**src/rtl/sdtx_pkg.sv**
```systemverilog
package sdtx_pkg;

  ////////////////////////////////////////////////////////////////////////////
  // register byte offsets
  localparam logic [3:0] SDTX_CTRL_OFS = 4'h0;
  localparam logic [3:0] SDTX_STAT_OFS = 4'h4;
  localparam logic [3:0] SDTX_PINS_OFS = 4'h8;

  // control register fields and reset values
  localparam int SDTX_CTRL_IOP_BIT = 0;
  localparam logic SDTX_CTRL_IOP_RST = 1'b1;

  // status register fields above the packed mode word
  localparam int SDTX_ST_FRST_BIT = 10;
  localparam int SDTX_ST_JTAG_BIT = 11;

  // bus response codes
  localparam logic [1:0] SDTX_RESP_OKAY = 2'h0;
  localparam logic [1:0] SDTX_RESP_SLVERR = 2'h2;

  ////////////////////////////////////////////////////////////////////////////
  // operating modes and timing sources
  typedef enum logic [1:0] {
    SDTX_OP_SMPTE = 2'b00,
    SDTX_OP_ASI = 2'b01,
    SDTX_OP_THRU = 2'b10
  } sdtx_op_e;

  typedef enum logic [1:0] {
    SDTX_TIM_HVF = 2'b00,
    SDTX_TIM_SYNC = 2'b01,
    SDTX_TIM_TRS = 2'b10
  } sdtx_tim_e;

  // use of the lower ten-bit data bus
  typedef enum logic [1:0] {
    SDTX_LB_UNUSED = 2'b00,
    SDTX_LB_CHROMA = 2'b01,
    SDTX_LB_DATA = 2'b10
  } sdtx_lbus_e;

  // register select from address decode
  typedef enum logic [1:0] {
    SDTX_REG_CTRL = 2'b00,
    SDTX_REG_STAT = 2'b01,
    SDTX_REG_PINS = 2'b10,
    SDTX_REG_NONE = 2'b11
  } sdtx_reg_e;

  typedef enum logic {
    SDTX_WR_COLLECT = 1'b0,
    SDTX_WR_RESP = 1'b1
  } sdtx_wr_e;

  typedef enum logic {
    SDTX_RD_IDLE = 1'b0,
    SDTX_RD_DATA = 1'b1
  } sdtx_rd_e;

  ////////////////////////////////////////////////////////////////////////////
  // static control pins, msb first
  typedef struct packed {
    logic jtag_host;
    logic timing_style;
    logic embedded_timing;
    logic bus_width;
    logic asi_mode;
    logic video_proc;
    logic proc_feature;
    logic rst_n;
  } sdtx_pins_s;

  // decoded operating mode, msb first
  typedef struct packed {
    sdtx_op_e op;
    sdtx_tim_e tim;
    sdtx_lbus_e lbus;
    logic bus_20bit;
    logic scramble_en;
    logic ioproc_en;
    logic asi_align_en;
  } sdtx_mode_s;

  localparam sdtx_mode_s SDTX_MODE_RST = '{
    op: SDTX_OP_THRU,
    tim: SDTX_TIM_HVF,
    lbus: SDTX_LB_UNUSED,
    bus_20bit: 1'b0,
    scramble_en: 1'b0,
    ioproc_en: 1'b0,
    asi_align_en: 1'b0
  };

endpackage

```
**src/rtl/sdtx_mode_dec.sv**
```systemverilog
`timescale 1ns/1ps
module sdtx_mode_dec
  import sdtx_pkg::*;
(
  input wire logic clk_sys_i,
  input wire logic func_rst_i,
  input wire logic host_iop_en_i,
  input wire sdtx_pins_s pins_i,
  output sdtx_mode_s mode_o
);

  sdtx_mode_s mode_q;

  ////////////////////////////////////////////////////////////////////////////
  // pin levels to operating mode
  function automatic sdtx_mode_s decode(input sdtx_pins_s p,
                                        input logic host_en);
    sdtx_mode_s m;
    m = SDTX_MODE_RST;
    // processing select wins over asi select
    if (p.video_proc) begin
      m.op = SDTX_OP_SMPTE;
    end else if (p.asi_mode) begin
      m.op = SDTX_OP_ASI;
    end else begin
      m.op = SDTX_OP_THRU;
    end
    // embedded timing overrides the style select
    if (p.embedded_timing) begin
      m.tim = SDTX_TIM_TRS;
    end else if (p.timing_style) begin
      m.tim = SDTX_TIM_SYNC;
    end else begin
      m.tim = SDTX_TIM_HVF;
    end
    m.bus_20bit = p.bus_width;
    m.scramble_en = p.video_proc;
    // feature enable only counts in smpte mode
    m.ioproc_en = p.video_proc & p.proc_feature & host_en;
    m.asi_align_en = ~p.video_proc & p.asi_mode;
    // lower bus use in 20-bit mode
    if (!p.bus_width) begin
      m.lbus = SDTX_LB_UNUSED;
    end else if (m.op == SDTX_OP_SMPTE) begin
      m.lbus = SDTX_LB_CHROMA;
    end else if (m.op == SDTX_OP_THRU) begin
      m.lbus = SDTX_LB_DATA;
    end else begin
      m.lbus = SDTX_LB_UNUSED;
    end
    return m;
  endfunction

  ////////////////////////////////////////////////////////////////////////////
  // mode held in flops so changes land on clock boundaries
  always_ff @(posedge clk_sys_i) begin
    if (func_rst_i) begin
      mode_q <= SDTX_MODE_RST;
    end else begin
      mode_q <= decode(pins_i, host_iop_en_i);
    end
  end

  assign mode_o = mode_q;

endmodule

```
**src/rtl/sdtx_mode_ctrl.sv**
```systemverilog
// Functional notes
// - test results leave on the dedicated tdo pin while host select is low
// - both timing selects low: timing from separate h, v, f inputs
// - style select high, embedded low: timing from hsync, vsync, de
// - embedded timing select high: timing from embedded trs words
// - bus width select picks 10-bit or 20-bit parallel input
// - asi high with processing low: asi alignment, processing, send
// - asi and processing both low: data-through, no encoding
// - processing low: no scrambling, no i/o processing features
// - processing high: scrambling plus i/o processing
// - feature enable gates i/o processing, only in smpte mode
// - normal mode reset low: blocks to default, all pins high impedance
// - reset back high in normal mode: operation resumes
// - jtag mode reset low: defaults and test sequence reset
// - 20-bit smpte mode: lower ten-bit bus carries chroma
`timescale 1ns/1ps
module sdtx_mode_ctrl
  import sdtx_pkg::*;
#(
  parameter int AXI_AW = 4,
  parameter int DW = 10
) (
  input wire logic clk_sys_i,
  input wire logic srst_i,
  // axi4-lite slave
  input wire logic [AXI_AW-1:0] s_axi_awaddr_i,
  input wire logic s_axi_awvalid_i,
  output logic s_axi_awready_o,
  input wire logic [31:0] s_axi_wdata_i,
  input wire logic [3:0] s_axi_wstrb_i,
  input wire logic s_axi_wvalid_i,
  output logic s_axi_wready_o,
  output logic [1:0] s_axi_bresp_o,
  output logic s_axi_bvalid_o,
  input wire logic s_axi_bready_i,
  input wire logic [AXI_AW-1:0] s_axi_araddr_i,
  input wire logic s_axi_arvalid_i,
  output logic s_axi_arready_o,
  output logic [31:0] s_axi_rdata_o,
  output logic [1:0] s_axi_rresp_o,
  output logic s_axi_rvalid_o,
  input wire logic s_axi_rready_i,
  // static control pins
  input wire logic device_rst_n_i,
  input wire logic jtag_host_select_i,
  input wire logic timing_style_select_i,
  input wire logic embedded_timing_select_i,
  input wire logic bus_width_select_i,
  input wire logic asi_mode_select_i,
  input wire logic video_processing_select_i,
  input wire logic processing_feature_enable_i,
  // test data from the scan logic
  input wire logic test_result_i,
  output logic tdo_o,
  output logic tdo_oe_o,
  // reset and pad control
  output logic func_rst_o,
  output logic jtag_seq_rst_o,
  output logic io_oe_o,
  // decoded mode and lower bus
  output sdtx_mode_s mode_o,
  input wire logic [DW-1:0] din_low_i,
  output logic [DW-1:0] chroma_o,
  output logic [DW-1:0] thru_low_o
);

  ////////////////////////////////////////////////////////////////////////////
  // address decode shared by read and write paths
  function automatic sdtx_reg_e reg_sel(input logic [AXI_AW-1:0] a);
    if (a == AXI_AW'(SDTX_CTRL_OFS)) begin
      return SDTX_REG_CTRL;
    end else if (a == AXI_AW'(SDTX_STAT_OFS)) begin
      return SDTX_REG_STAT;
    end else if (a == AXI_AW'(SDTX_PINS_OFS)) begin
      return SDTX_REG_PINS;
    end else begin
      return SDTX_REG_NONE;
    end
  endfunction

  sdtx_pins_s pins_w;
  sdtx_mode_s mode_w;
  logic func_rst_q;
  logic jtag_mode_q;
  logic jtag_seq_rst_q;
  logic io_oe_q;
  logic io_oe_d;
  logic tdo_q;
  logic tdo_oe_q;
  logic tdo_oe_d;
  logic ctrl_iop_q;
  logic [DW-1:0] chroma_q;
  logic [DW-1:0] thru_q;
  sdtx_wr_e wr_st_q;
  logic aw_have_q;
  logic w_have_q;
  logic [AXI_AW-1:0] aw_addr_q;
  logic [31:0] w_data_q;
  logic [3:0] w_strb_q;
  logic [1:0] bresp_q;
  logic aw_fire;
  logic w_fire;
  logic wr_do;
  logic [AXI_AW-1:0] wr_addr;
  logic [31:0] wr_data;
  logic [3:0] wr_strb;
  sdtx_reg_e wr_sel;
  sdtx_rd_e rd_st_q;
  logic [31:0] rdata_q;
  logic [1:0] rresp_q;
  logic ar_fire;
  sdtx_reg_e rd_sel;

  ////////////////////////////////////////////////////////////////////////////
  // pin bundle for decode and readback
  assign pins_w = '{
    jtag_host: jtag_host_select_i,
    timing_style: timing_style_select_i,
    embedded_timing: embedded_timing_select_i,
    bus_width: bus_width_select_i,
    asi_mode: asi_mode_select_i,
    video_proc: video_processing_select_i,
    proc_feature: processing_feature_enable_i,
    rst_n: device_rst_n_i
  };

  ////////////////////////////////////////////////////////////////////////////
  // reset pin handling, normal and test modes
  always_ff @(posedge clk_sys_i) begin
    func_rst_q <= srst_i | ~device_rst_n_i;
  end

  // test sequence reset only while the host port is in test mode
  always_ff @(posedge clk_sys_i) begin
    if (srst_i) begin
      jtag_mode_q <= 1'b0;
      jtag_seq_rst_q <= 1'b0;
    end else begin
      jtag_mode_q <= jtag_host_select_i;
      jtag_seq_rst_q <= jtag_host_select_i & ~device_rst_n_i;
    end
  end

  // pads float while reset is low in normal mode
  assign io_oe_d = ~srst_i & (device_rst_n_i | jtag_host_select_i);

  always_ff @(posedge clk_sys_i) begin
    io_oe_q <= io_oe_d;
  end

  ////////////////////////////////////////////////////////////////////////////
  // dedicated test data output
  assign tdo_oe_d = io_oe_d & ~jtag_host_select_i;

  always_ff @(posedge clk_sys_i) begin
    tdo_oe_q <= tdo_oe_d;
    tdo_q <= tdo_oe_d & test_result_i;
  end

  ////////////////////////////////////////////////////////////////////////////
  // mode decode and registering
  sdtx_mode_dec u_dec (
    .clk_sys_i(clk_sys_i),
    .func_rst_i(func_rst_q | srst_i),
    .host_iop_en_i(ctrl_iop_q),
    .pins_i(pins_w),
    .mode_o(mode_w)
  );

  ////////////////////////////////////////////////////////////////////////////
  // lower bus steering in 20-bit mode
  always_ff @(posedge clk_sys_i) begin
    if (func_rst_q | srst_i) begin
      chroma_q <= '0;
      thru_q <= '0;
    end else begin
      if (mode_w.lbus == SDTX_LB_CHROMA) begin
        chroma_q <= din_low_i;
      end else begin
        chroma_q <= '0;
      end
      if (mode_w.lbus == SDTX_LB_DATA) begin
        thru_q <= din_low_i;
      end else begin
        thru_q <= '0;
      end
    end
  end

  ////////////////////////////////////////////////////////////////////////////
  // write channel: address and data may arrive in either order
  assign s_axi_awready_o = (wr_st_q == SDTX_WR_COLLECT) & ~aw_have_q;
  assign s_axi_wready_o = (wr_st_q == SDTX_WR_COLLECT) & ~w_have_q;
  assign aw_fire = s_axi_awvalid_i & s_axi_awready_o;
  assign w_fire = s_axi_wvalid_i & s_axi_wready_o;
  assign wr_do = (wr_st_q == SDTX_WR_COLLECT) & (aw_have_q | aw_fire) &
                 (w_have_q | w_fire);
  assign wr_addr = aw_have_q ? aw_addr_q : s_axi_awaddr_i;
  assign wr_data = w_have_q ? w_data_q : s_axi_wdata_i;
  assign wr_strb = w_have_q ? w_strb_q : s_axi_wstrb_i;
  assign wr_sel = reg_sel(wr_addr);

  // holding flags for an early address or data beat
  always_ff @(posedge clk_sys_i) begin
    if (srst_i) begin
      aw_have_q <= 1'b0;
      w_have_q <= 1'b0;
      aw_addr_q <= '0;
      w_data_q <= '0;
      w_strb_q <= '0;
    end else if (wr_do) begin
      aw_have_q <= 1'b0;
      w_have_q <= 1'b0;
    end else begin
      if (aw_fire) begin
        aw_have_q <= 1'b1;
        aw_addr_q <= s_axi_awaddr_i;
      end
      if (w_fire) begin
        w_have_q <= 1'b1;
        w_data_q <= s_axi_wdata_i;
        w_strb_q <= s_axi_wstrb_i;
      end
    end
  end

  // write response state
  always_ff @(posedge clk_sys_i) begin
    if (srst_i) begin
      wr_st_q <= SDTX_WR_COLLECT;
      bresp_q <= SDTX_RESP_OKAY;
    end else begin
      case (wr_st_q)
        SDTX_WR_COLLECT: begin
          if (wr_do) begin
            wr_st_q <= SDTX_WR_RESP;
            if (wr_sel == SDTX_REG_CTRL) begin
              bresp_q <= SDTX_RESP_OKAY;
            end else begin
              bresp_q <= SDTX_RESP_SLVERR;
            end
          end
        end
        SDTX_WR_RESP: begin
          if (s_axi_bready_i) begin
            wr_st_q <= SDTX_WR_COLLECT;
          end
        end
        default: begin
          wr_st_q <= SDTX_WR_COLLECT;
        end
      endcase
    end
  end

  assign s_axi_bvalid_o = (wr_st_q == SDTX_WR_RESP);
  assign s_axi_bresp_o = bresp_q;

  ////////////////////////////////////////////////////////////////////////////
  // host gate for the i/o processing features, back to default on reset
  always_ff @(posedge clk_sys_i) begin
    if (srst_i | func_rst_q) begin
      ctrl_iop_q <= SDTX_CTRL_IOP_RST;
    end else if (wr_do & (wr_sel == SDTX_REG_CTRL) & wr_strb[0]) begin
      ctrl_iop_q <= wr_data[SDTX_CTRL_IOP_BIT];
    end
  end

  ////////////////////////////////////////////////////////////////////////////
  // read channel
  assign s_axi_arready_o = (rd_st_q == SDTX_RD_IDLE);
  assign ar_fire = s_axi_arvalid_i & s_axi_arready_o;
  assign rd_sel = reg_sel(s_axi_araddr_i);

  always_ff @(posedge clk_sys_i) begin
    if (srst_i) begin
      rd_st_q <= SDTX_RD_IDLE;
      rdata_q <= '0;
      rresp_q <= SDTX_RESP_OKAY;
    end else begin
      case (rd_st_q)
        SDTX_RD_IDLE: begin
          if (ar_fire) begin
            rd_st_q <= SDTX_RD_DATA;
            rresp_q <= SDTX_RESP_OKAY;
            rdata_q <= '0;
            if (rd_sel == SDTX_REG_CTRL) begin
              rdata_q[SDTX_CTRL_IOP_BIT] <= ctrl_iop_q;
            end else if (rd_sel == SDTX_REG_STAT) begin
              rdata_q[9:0] <= mode_w;
              rdata_q[SDTX_ST_FRST_BIT] <= func_rst_q;
              rdata_q[SDTX_ST_JTAG_BIT] <= jtag_mode_q;
            end else if (rd_sel == SDTX_REG_PINS) begin
              rdata_q[7:0] <= pins_w;
            end else begin
              rresp_q <= SDTX_RESP_SLVERR;
            end
          end
        end
        SDTX_RD_DATA: begin
          if (s_axi_rready_i) begin
            rd_st_q <= SDTX_RD_IDLE;
          end
        end
        default: begin
          rd_st_q <= SDTX_RD_IDLE;
        end
      endcase
    end
  end

  assign s_axi_rvalid_o = (rd_st_q == SDTX_RD_DATA);
  assign s_axi_rdata_o = rdata_q;
  assign s_axi_rresp_o = rresp_q;

  ////////////////////////////////////////////////////////////////////////////
  // outputs
  assign func_rst_o = func_rst_q;
  assign jtag_seq_rst_o = jtag_seq_rst_q;
  assign io_oe_o = io_oe_q;
  assign tdo_o = tdo_q;
  assign tdo_oe_o = tdo_oe_q;
  assign mode_o = mode_w;
  assign chroma_o = chroma_q;
  assign thru_low_o = thru_q;

endmodule

```
**config.mk**
```make
export PLATFORM = sky130hd
export DESIGN_NAME = sdtx_mode_ctrl
export DESIGN_NICKNAME = d
export VERILOG_FILES = /design/src/rtl/sdtx_pkg.sv /design/src/rtl/sdtx_mode_dec.sv /design/src/rtl/sdtx_mode_ctrl.sv
export SDC_FILE = /design/constraint.sdc
export NUM_CORES = 1
export LEC_CHECK = 0
export ABC_AREA = 1
export BUFFER_PORTS_ARGS = -buffer_cell sky130_fd_sc_hd__buf_4
export CAP_MARGIN = 0
export CORE_MARGIN = 2
export CORE_UTILIZATION = 40
export DETAILED_ROUTE_END_ITERATION = 10
export GPL_TIMING_DRIVEN = 0
export PLACE_DENSITY = 0.75
export SLEW_MARGIN = 20
export SYNTH_ARGS = -nofsm -noshare
export SYNTH_HDL_FRONTEND = slang
export SYNTH_SLANG_ARGS = --single-unit
export TNS_END_PERCENT = 50
```
**constraint.sdc**
```tcl
create_clock -name clk_sys_i -period 2.5 [get_ports clk_sys_i]
set_input_delay 0.25 -clock clk_sys_i [delete_from_list [all_inputs] [get_ports clk_sys_i]]
set_output_delay 0.25 -clock clk_sys_i [all_outputs]
set_load 0.02 [all_outputs]
```
==> flow_summary.ini, run 1 <==
[clocking]
clk_latency_ps = 340
cts_tree = yes
clockBufferDepth = 2
postCtsHoldBufs = 0
cts_made_buffers = 9
cts.sinks = 60
postCtsSetupBuffers = 0
h-tree-depth = 3
clkTransAtPathRegs_ps = 70
clock_tree.root_cell = clkbuf_8
cts_resized = 0

[sta]
period_share = 0.528
skew_ps = 6.39
setup_viol = 0
finalHoldViolations = 0
finalMaxSlewViolations = 0
period_minus_slack_ps = 1320
timing.fmax_mhz = 758
tns_ps = 0
rsz0062_at_grt = no

[cells_and_area]
nFillCells = 530
syn_to_final_growth_pct = 44.3
final_cell_mix = buf_4, dfxtp_1, nand2_1, nor2_1, inv_1
layout_commonest_cell = buf_4
n_antenna_cell = 0
nNetsFinal = 471
postLayoutCoreUtil = 0.599
drive_gt1_frac = 0.379

[power]
power.internal_mw = 1.58
power_switching_mw = 0.597
p_sw_frac = 0.275
pwr-share-clk = 0.387
power_density_nw_per_um2 = 658
ir_worst_vdd_mv = 0.428
pwr-share-comb = 0.146
power_frac_seq = 0.467
p_leak_nw = 1.67

[worst_setup_path]
worstSetupEndpointType = output port
cp-start-kind = flip-flop
cpMaxStageDelayCell = dfxtp_1
cp.required_ps = 2250
cp_max_fo = 6
cp_top_family = flip-flops
crit_type = flip-flop to output port
cp.buffers_inverters = 1
worstPathCellList = nor2_1, buf_4
max_stage_delay_ps = 460
cp.arrival_ps = 1070

[synth]
synth.top_cell.area_share = 0.525
synth_area_sq_um = 2290
synth_cell_types = 28
syn_inst = 282
ys_ff_latch = 60
synth_top_cell_by_area = dfxtp_1
synth_area_leaders = dfxtp_1, buf_4, nand2_1, nor2_1, inv_1
synth-seq-area-share = 0.525
yosys_warnings = 0
avgSynthCellArea_sq_um = 8.11

[detailed_routing]
vias = 2091
first_pass_iters = 5
drc = 0
wirelength_um = 5700
initialDrtViolationCount = 84
wl_per_cell_um = 11.9
drtAntennaViolNets = 0
viasPerCell = 4.37

[global_route]
grt_antenna_before_repair = 0
grt_overflow_total = 0
grt_max_degree = 12
grt_pass1_vias = 1892
grt_first_pass_wirelength_um = 8750
grt_use_total = 0.181

[job]
cap_violations = 0

[die]
start_util = 0.415
pin_count = 146
coreArea_sq_um = 5510
dieArea_sq_um = 6340
row_count = 27
dieHeight_um = 79.6
dieWidth_um = 79.6

[hold_path]
hold_path.class = input pin to flip-flop

[placed_design]
place_congestion = 0.786
io_buffers = 87
place_hpwl_um = 4340

[status]
status = finished clean
-- cell families (layout without fill, tap and decap cells) --
group	count (synthesis)	in the layout	share of synthesized area
and+or+nand+nor	116	116	0.229
AOI/OAI and AO/OA	40	40	0.0952
other	1	22	0.00164
DFF	60	60	0.525
buffers and inverters	65	168	0.149
-- cell usage after synthesis (all sizes together) --
cell	n
o211ai	1
nor3b	1
nor3	4
o21ai	17
o21a	1
conb	1
a31oi	1
inv	34
buf	28
clkbuf	2
nand4	9
nor2	44
dfxtp	60
clkinv	1
a21oi	20
nand3	8
nand2	49
nand3b	1
-- power by group through the flow --
stage / Sequential (mW) / Clock (mW) / Combinational, mW
6_report: 1.02 / 0.841 / 0.317
3_3_place_gp: 1.03 / 0 / 0.311
5_1_grt: 1.02 / 0.897 / 0.346
2_1_floorplan: 1.06 / 0 / 0.175
3_5_place_dp: 1.04 / 0 / 0.315
4_1_cts: 1.01 / 0.846 / 0.317
-- stage by stage --
step | instances | instance area (sq um) | hold WS (ps) | setup slack [ps] | total power, mW
floorplan | 303 | 2370 | 322 | 1230 | 1.23
global placement | 462 | 3110 | 435 | 1280 | 1.34
detailed placement | 462 | 3110 | 442 | 1240 | 1.35
CTS | 478 | 3300 | 85.6 | 1190 | 2.18
global route | 478 | 3300 | 82.7 | 1130 | 2.26
finish | 478 | 3300 | 84.4 | 1180 | 2.17
-- layout make-up --
type / count / area, sq um / share of cell area
flip-flops and latches: 60 / 1200 / 0.364
multi-input cells: 178 / 823 / 0.249
repair buffers: 87 / 653 / 0.198
plain buffers: 30 / 209 / 0.0633
inverters: 35 / 133 / 0.0402
clock buffers: 9 / 124 / 0.0375
well taps: 72 / 90.1 / 0.0273
clock inverters: 7 / 67.6 / 0.0205
-- routing by layer --
| metal | share of wire | routed length, um | track usage |
|---|---|---|---|
| met1 | 0.42 | 2400 | 0.228 |
| met5 | 0 | 0 | 0 |
| met3 | 0.065 | 371 | 0.0554 |
| met4 | 0.023 | 129 | 0.0828 |
| met2 | 0.49 | 2800 | 0.283 |
-- registers in the layout, indices dropped and copies added, names as in the netlist, 4 cells and up --
| signal | cells |
|---|---|
| aw_addr_q | 4 |
| chroma_o | 10 |
| s_axi_rdata_o | 12 |
| thru_low_o | 10 |
| u_dec.mode_o | 9 |
-- worst paths after layout --
| path | start | depth (start not counted) | slack [ps] | to |
|---|---|---|---|---|
| setup / recovery | w_have_q$_SDFFE_PP0P_ | 2 | 1180 | s_axi_wready_o |
| hold / removal | video_processing_select_i | 2 | 80 | u_dec.mode_o[8]$_SDFF_PP0_ |
| setup reg to reg | s_axi_bvalid_o$_SDFF_PP0_ | 6 | 1310 | ctrl_iop_q$_SDFFE_PP1P_ |
| hold reg to reg | aw_addr_q[2]$_SDFFE_PP0P_ | 2 | 460 | aw_addr_q[2]$_SDFFE_PP0P_ |
Note: power is estimated with default switching activity, not from simulation.
==> run 2, diff against run 1 <==
ABC_AREA = 0   (was 1)
CORE_UTILIZATION = 37   (was 40)
PLACE_DENSITY = 0.74   (was 0.75)
clock period = 1.2 ns   (was 2.5 ns; I/O delays follow)
==> run 2 against run 1 <==
Effect of this change: the flow now finishes with violations (setup timing); count of clock-buffer cells in the layout increased by 2; cell count decreased by 7.3%; sequential power increased by 100%; die area increased by 4.4%; synthesized cell count decreased by 23%; combinational power increased by 120%; largest power group unchanged.
==> flow_summary.ini, run 2 <==
[sta]
slew_headroom = 0.648
fin_ws_ps = -209
setup_viol = 2
rsz0062_at_grt = yes
period_minus_slack_ps = 1410
finalHoldViolations = 0
timing.fmax_mhz = 710
finalMaxSlewViolations = 0
period_share = 1.17
skew_ps = 9.11
worst_slew_pin_slew_ps = 527

[placed_design]
numPlacedInstances = 401
place_hpwl_um = 4170
io_buffers = 89
place_congestion = 0.800

[global_route]
grt_overflow_total = 0
grt_antenna_before_repair = 0
grt_use_total = 0.187
grt_first_pass_wirelength_um = 9100
grt_max_degree = 11
grt_pass1_vias = 1947

[synth]
synthTopCellsByCount = dfxtp_1, nor2_1, and2_1, buf_4, a22oi_1
yosysMostFrequentCell = dfxtp_1
synth_cell_types = 36
synth_area_leaders = dfxtp_1, buf_4, and2_1, nor2_1, a22oi_1
synth-seq-area-share = 0.543
synth_top_family_by_area = simple AND/OR/NAND/NOR gates
synthAdderAreaFrac = 0
synth_top_cell_by_area = dfxtp_1
synth_edf_count = 0
synth-simple-area-share = 0.209
syn_inst = 216
async_flop_share = 0
synth.top_cell.area_share = 0.543
avgSynthCellArea_sq_um = 10.2
muxShareOfSynthArea = 0.0413
synth_compound_area_frac = 0.107
synth-xor-area-share = 0
synth_area_sq_um = 2210
ys_ff_latch = 60
synthFlopType = dfxtp_1
yosys_warnings = 0

[cells_and_area]
stdcell_count = 443
n_antenna_cell = 0
nNetsFinal = 433
layout_commonest_cell = buf_4
final_cell_mix = buf_4, dfxtp_1, nor2_1, conb_1, and2_1
drive_gt1_frac = 0.462
largest_register_ffs = 12
syn_to_final_growth_pct = 62.8

[power]
pwr-share-comb = 0.161
power_density_nw_per_um2 = 1190
power_frac_seq = 0.488
p_sw_frac = 0.268
pwr-share-clk = 0.351
power.internal_mw = 3.13
power_switching_mw = 1.15
power_mw = 4.27
p_leak_nw = 1.72
ir_worst_vdd_mv = 0.693

[worst_setup_path]
cp.arrival_ps = 1610
r2r-start = aw_addr_q[1]$_SDFFE_PP0P_
rr_worst_depth = 4
worstSetupEndpointType = flip-flop
cp.required_ps = 1400
r2r_end = ctrl_iop_q$_SDFFE_PP1P_
rrSetupSlack_ps = -210
cp_max_fo = 3
crit_type = flip-flop to flip-flop
cp-start-kind = flip-flop

[detailed_routing]
vias = 2019
wl_per_cell_um = 13.8
drtAntennaViolNets = 0
initialDrtViolationCount = 56
drc = 0
wirelength_um = 6120
viasPerCell = 4.56
first_pass_iters = 4

[clocking]
clock_tree.root_cell = clkbuf_8
clkTransAtPathRegs_ps = 70
clk_latency_ps = 330
cts.sinks = 60
clockBufferDepth = 2
cts_made_buffers = 9
cts_tree = yes
h-tree-depth = 3

[die]
dieHeight_um = 81.3
row_count = 28
coreArea_sq_um = 5850
dieWidth_um = 81.3
pin_count = 146
dieArea_sq_um = 6620
start_util = 0.378

[status]
status = finished, violations left
failed_checks = setup timing

[hold_path]
hold_path.class = input pin to flip-flop
hold_end = tdo_oe_o$_DFF_P_
hold_depth = 2
min_from = jtag_host_select_i

[job]
cap_violations = 0
==> run 2: changes by cell type after synthesis, sizes merged, moves of 8 or more <==
cell and delta:
nand2 -46, and2 +26, a22oi +11, nor2 -17
o21ai -14, inv -30, nand3 -8, nand4 -9
a21oi -16, mux2i +8
==> run 2: worst max-delay path by stage <==
stage | startpoint | endpoint | slack (ps) | depth (start not counted)
2_1_floorplan | aw_addr_q[2]$_SDFFE_PP0P_ | ctrl_iop_q$_SDFFE_PP1P_ | -140 | 4
3_3_place_gp | func_rst_o$_DFF_P_ | thru_low_o[2]$_SDFF_PP0_ | -350 | 4
3_5_place_dp | func_rst_o$_DFF_P_ | thru_low_o[9]$_SDFF_PP0_ | -360 | 4
4_1_cts | aw_addr_q[0]$_SDFFE_PP0P_ | ctrl_iop_q$_SDFFE_PP1P_ | -230 | 4
5_1_grt | aw_addr_q[1]$_SDFFE_PP0P_ | ctrl_iop_q$_SDFFE_PP1P_ | -270 | 4
6_report | aw_addr_q[1]$_SDFFE_PP0P_ | ctrl_iop_q$_SDFFE_PP1P_ | -210 | 4
==> run 2: layer usage <==
| layer | up-vias | global-route usage | wire length, um |
|---|---|---|---|
| met5 | - | 0 | 0 |
| met4 | 0 | 0.0983 | 104 |
| met1 | 949 | 0.205 | 2510 |
| met3 | 10 | 0.0633 | 429 |
| met2 | 75 | 0.317 | 3080 |
| li1 | 985 | - | - |
==> run 2: area by class of cell <==
type | count | area [sq um]
fill | 501 | 2250
sequential | 60 | 1220
multi-input combinational | 142 | 971
timing repair buffer | 116 | 933
buffer | 30 | 214
clock buffer | 11 | 131
tap | 75 | 93.8
clock inverter | 5 | 28.8
inverter | 4 | 15.0
==> run 2: power groups by stage <==
| stage | registers [mW] | clock network, mW | logic, mW |
|---|---|---|---|
| after floorplan | 2.16 | 0 | 0.305 |
| after global placement | 2.12 | 0 | 0.555 |
| after detailed placement | 2.13 | 0 | 0.564 |
| after CTS | 2.08 | 1.53 | 0.622 |
| after global routing | 2.09 | 1.64 | 0.739 |
| final | 2.08 | 1.50 | 0.689 |
==> run 2: kinds of logic (layout without fill, tap and decap cells) <==
group,after synthesis,after routing
simple gates,79,79
flops,60,60
buf+inv,35,166
compound gates,32,32
mux,9,9
other cells,1,22
==> run 2: critical path, stage by stage (launching register included) <==
cell,delay (ps)
dfxtp_1,310
or4b_4,540
o22ai_4,150
and3_4,200
a31oi_1,70
==> run 2: through the flow <==
step                setup slack, ps  TNS [ps]  hold WS [ps]  area, sq um   util
detailed placement             -360     -7730           309         3080  0.527
finish                         -209      -349          23.3         3600  0.616
global placement               -355     -7220           303         3080  0.527
global route                   -269     -1250          16.6         3600  0.616
CTS                            -226     -2640          8.15         3510  0.601
floorplan                      -142     -1910           192         2320      -
==> run 2: timing repair <==
item,CTS,global route
hold buffers,16,0
pin swaps,11,12
cloned,1,0
resized for setup,11,34
hold endpoints to repair,24,0
setup endpoints to repair,35,45
setup buffers,7,5
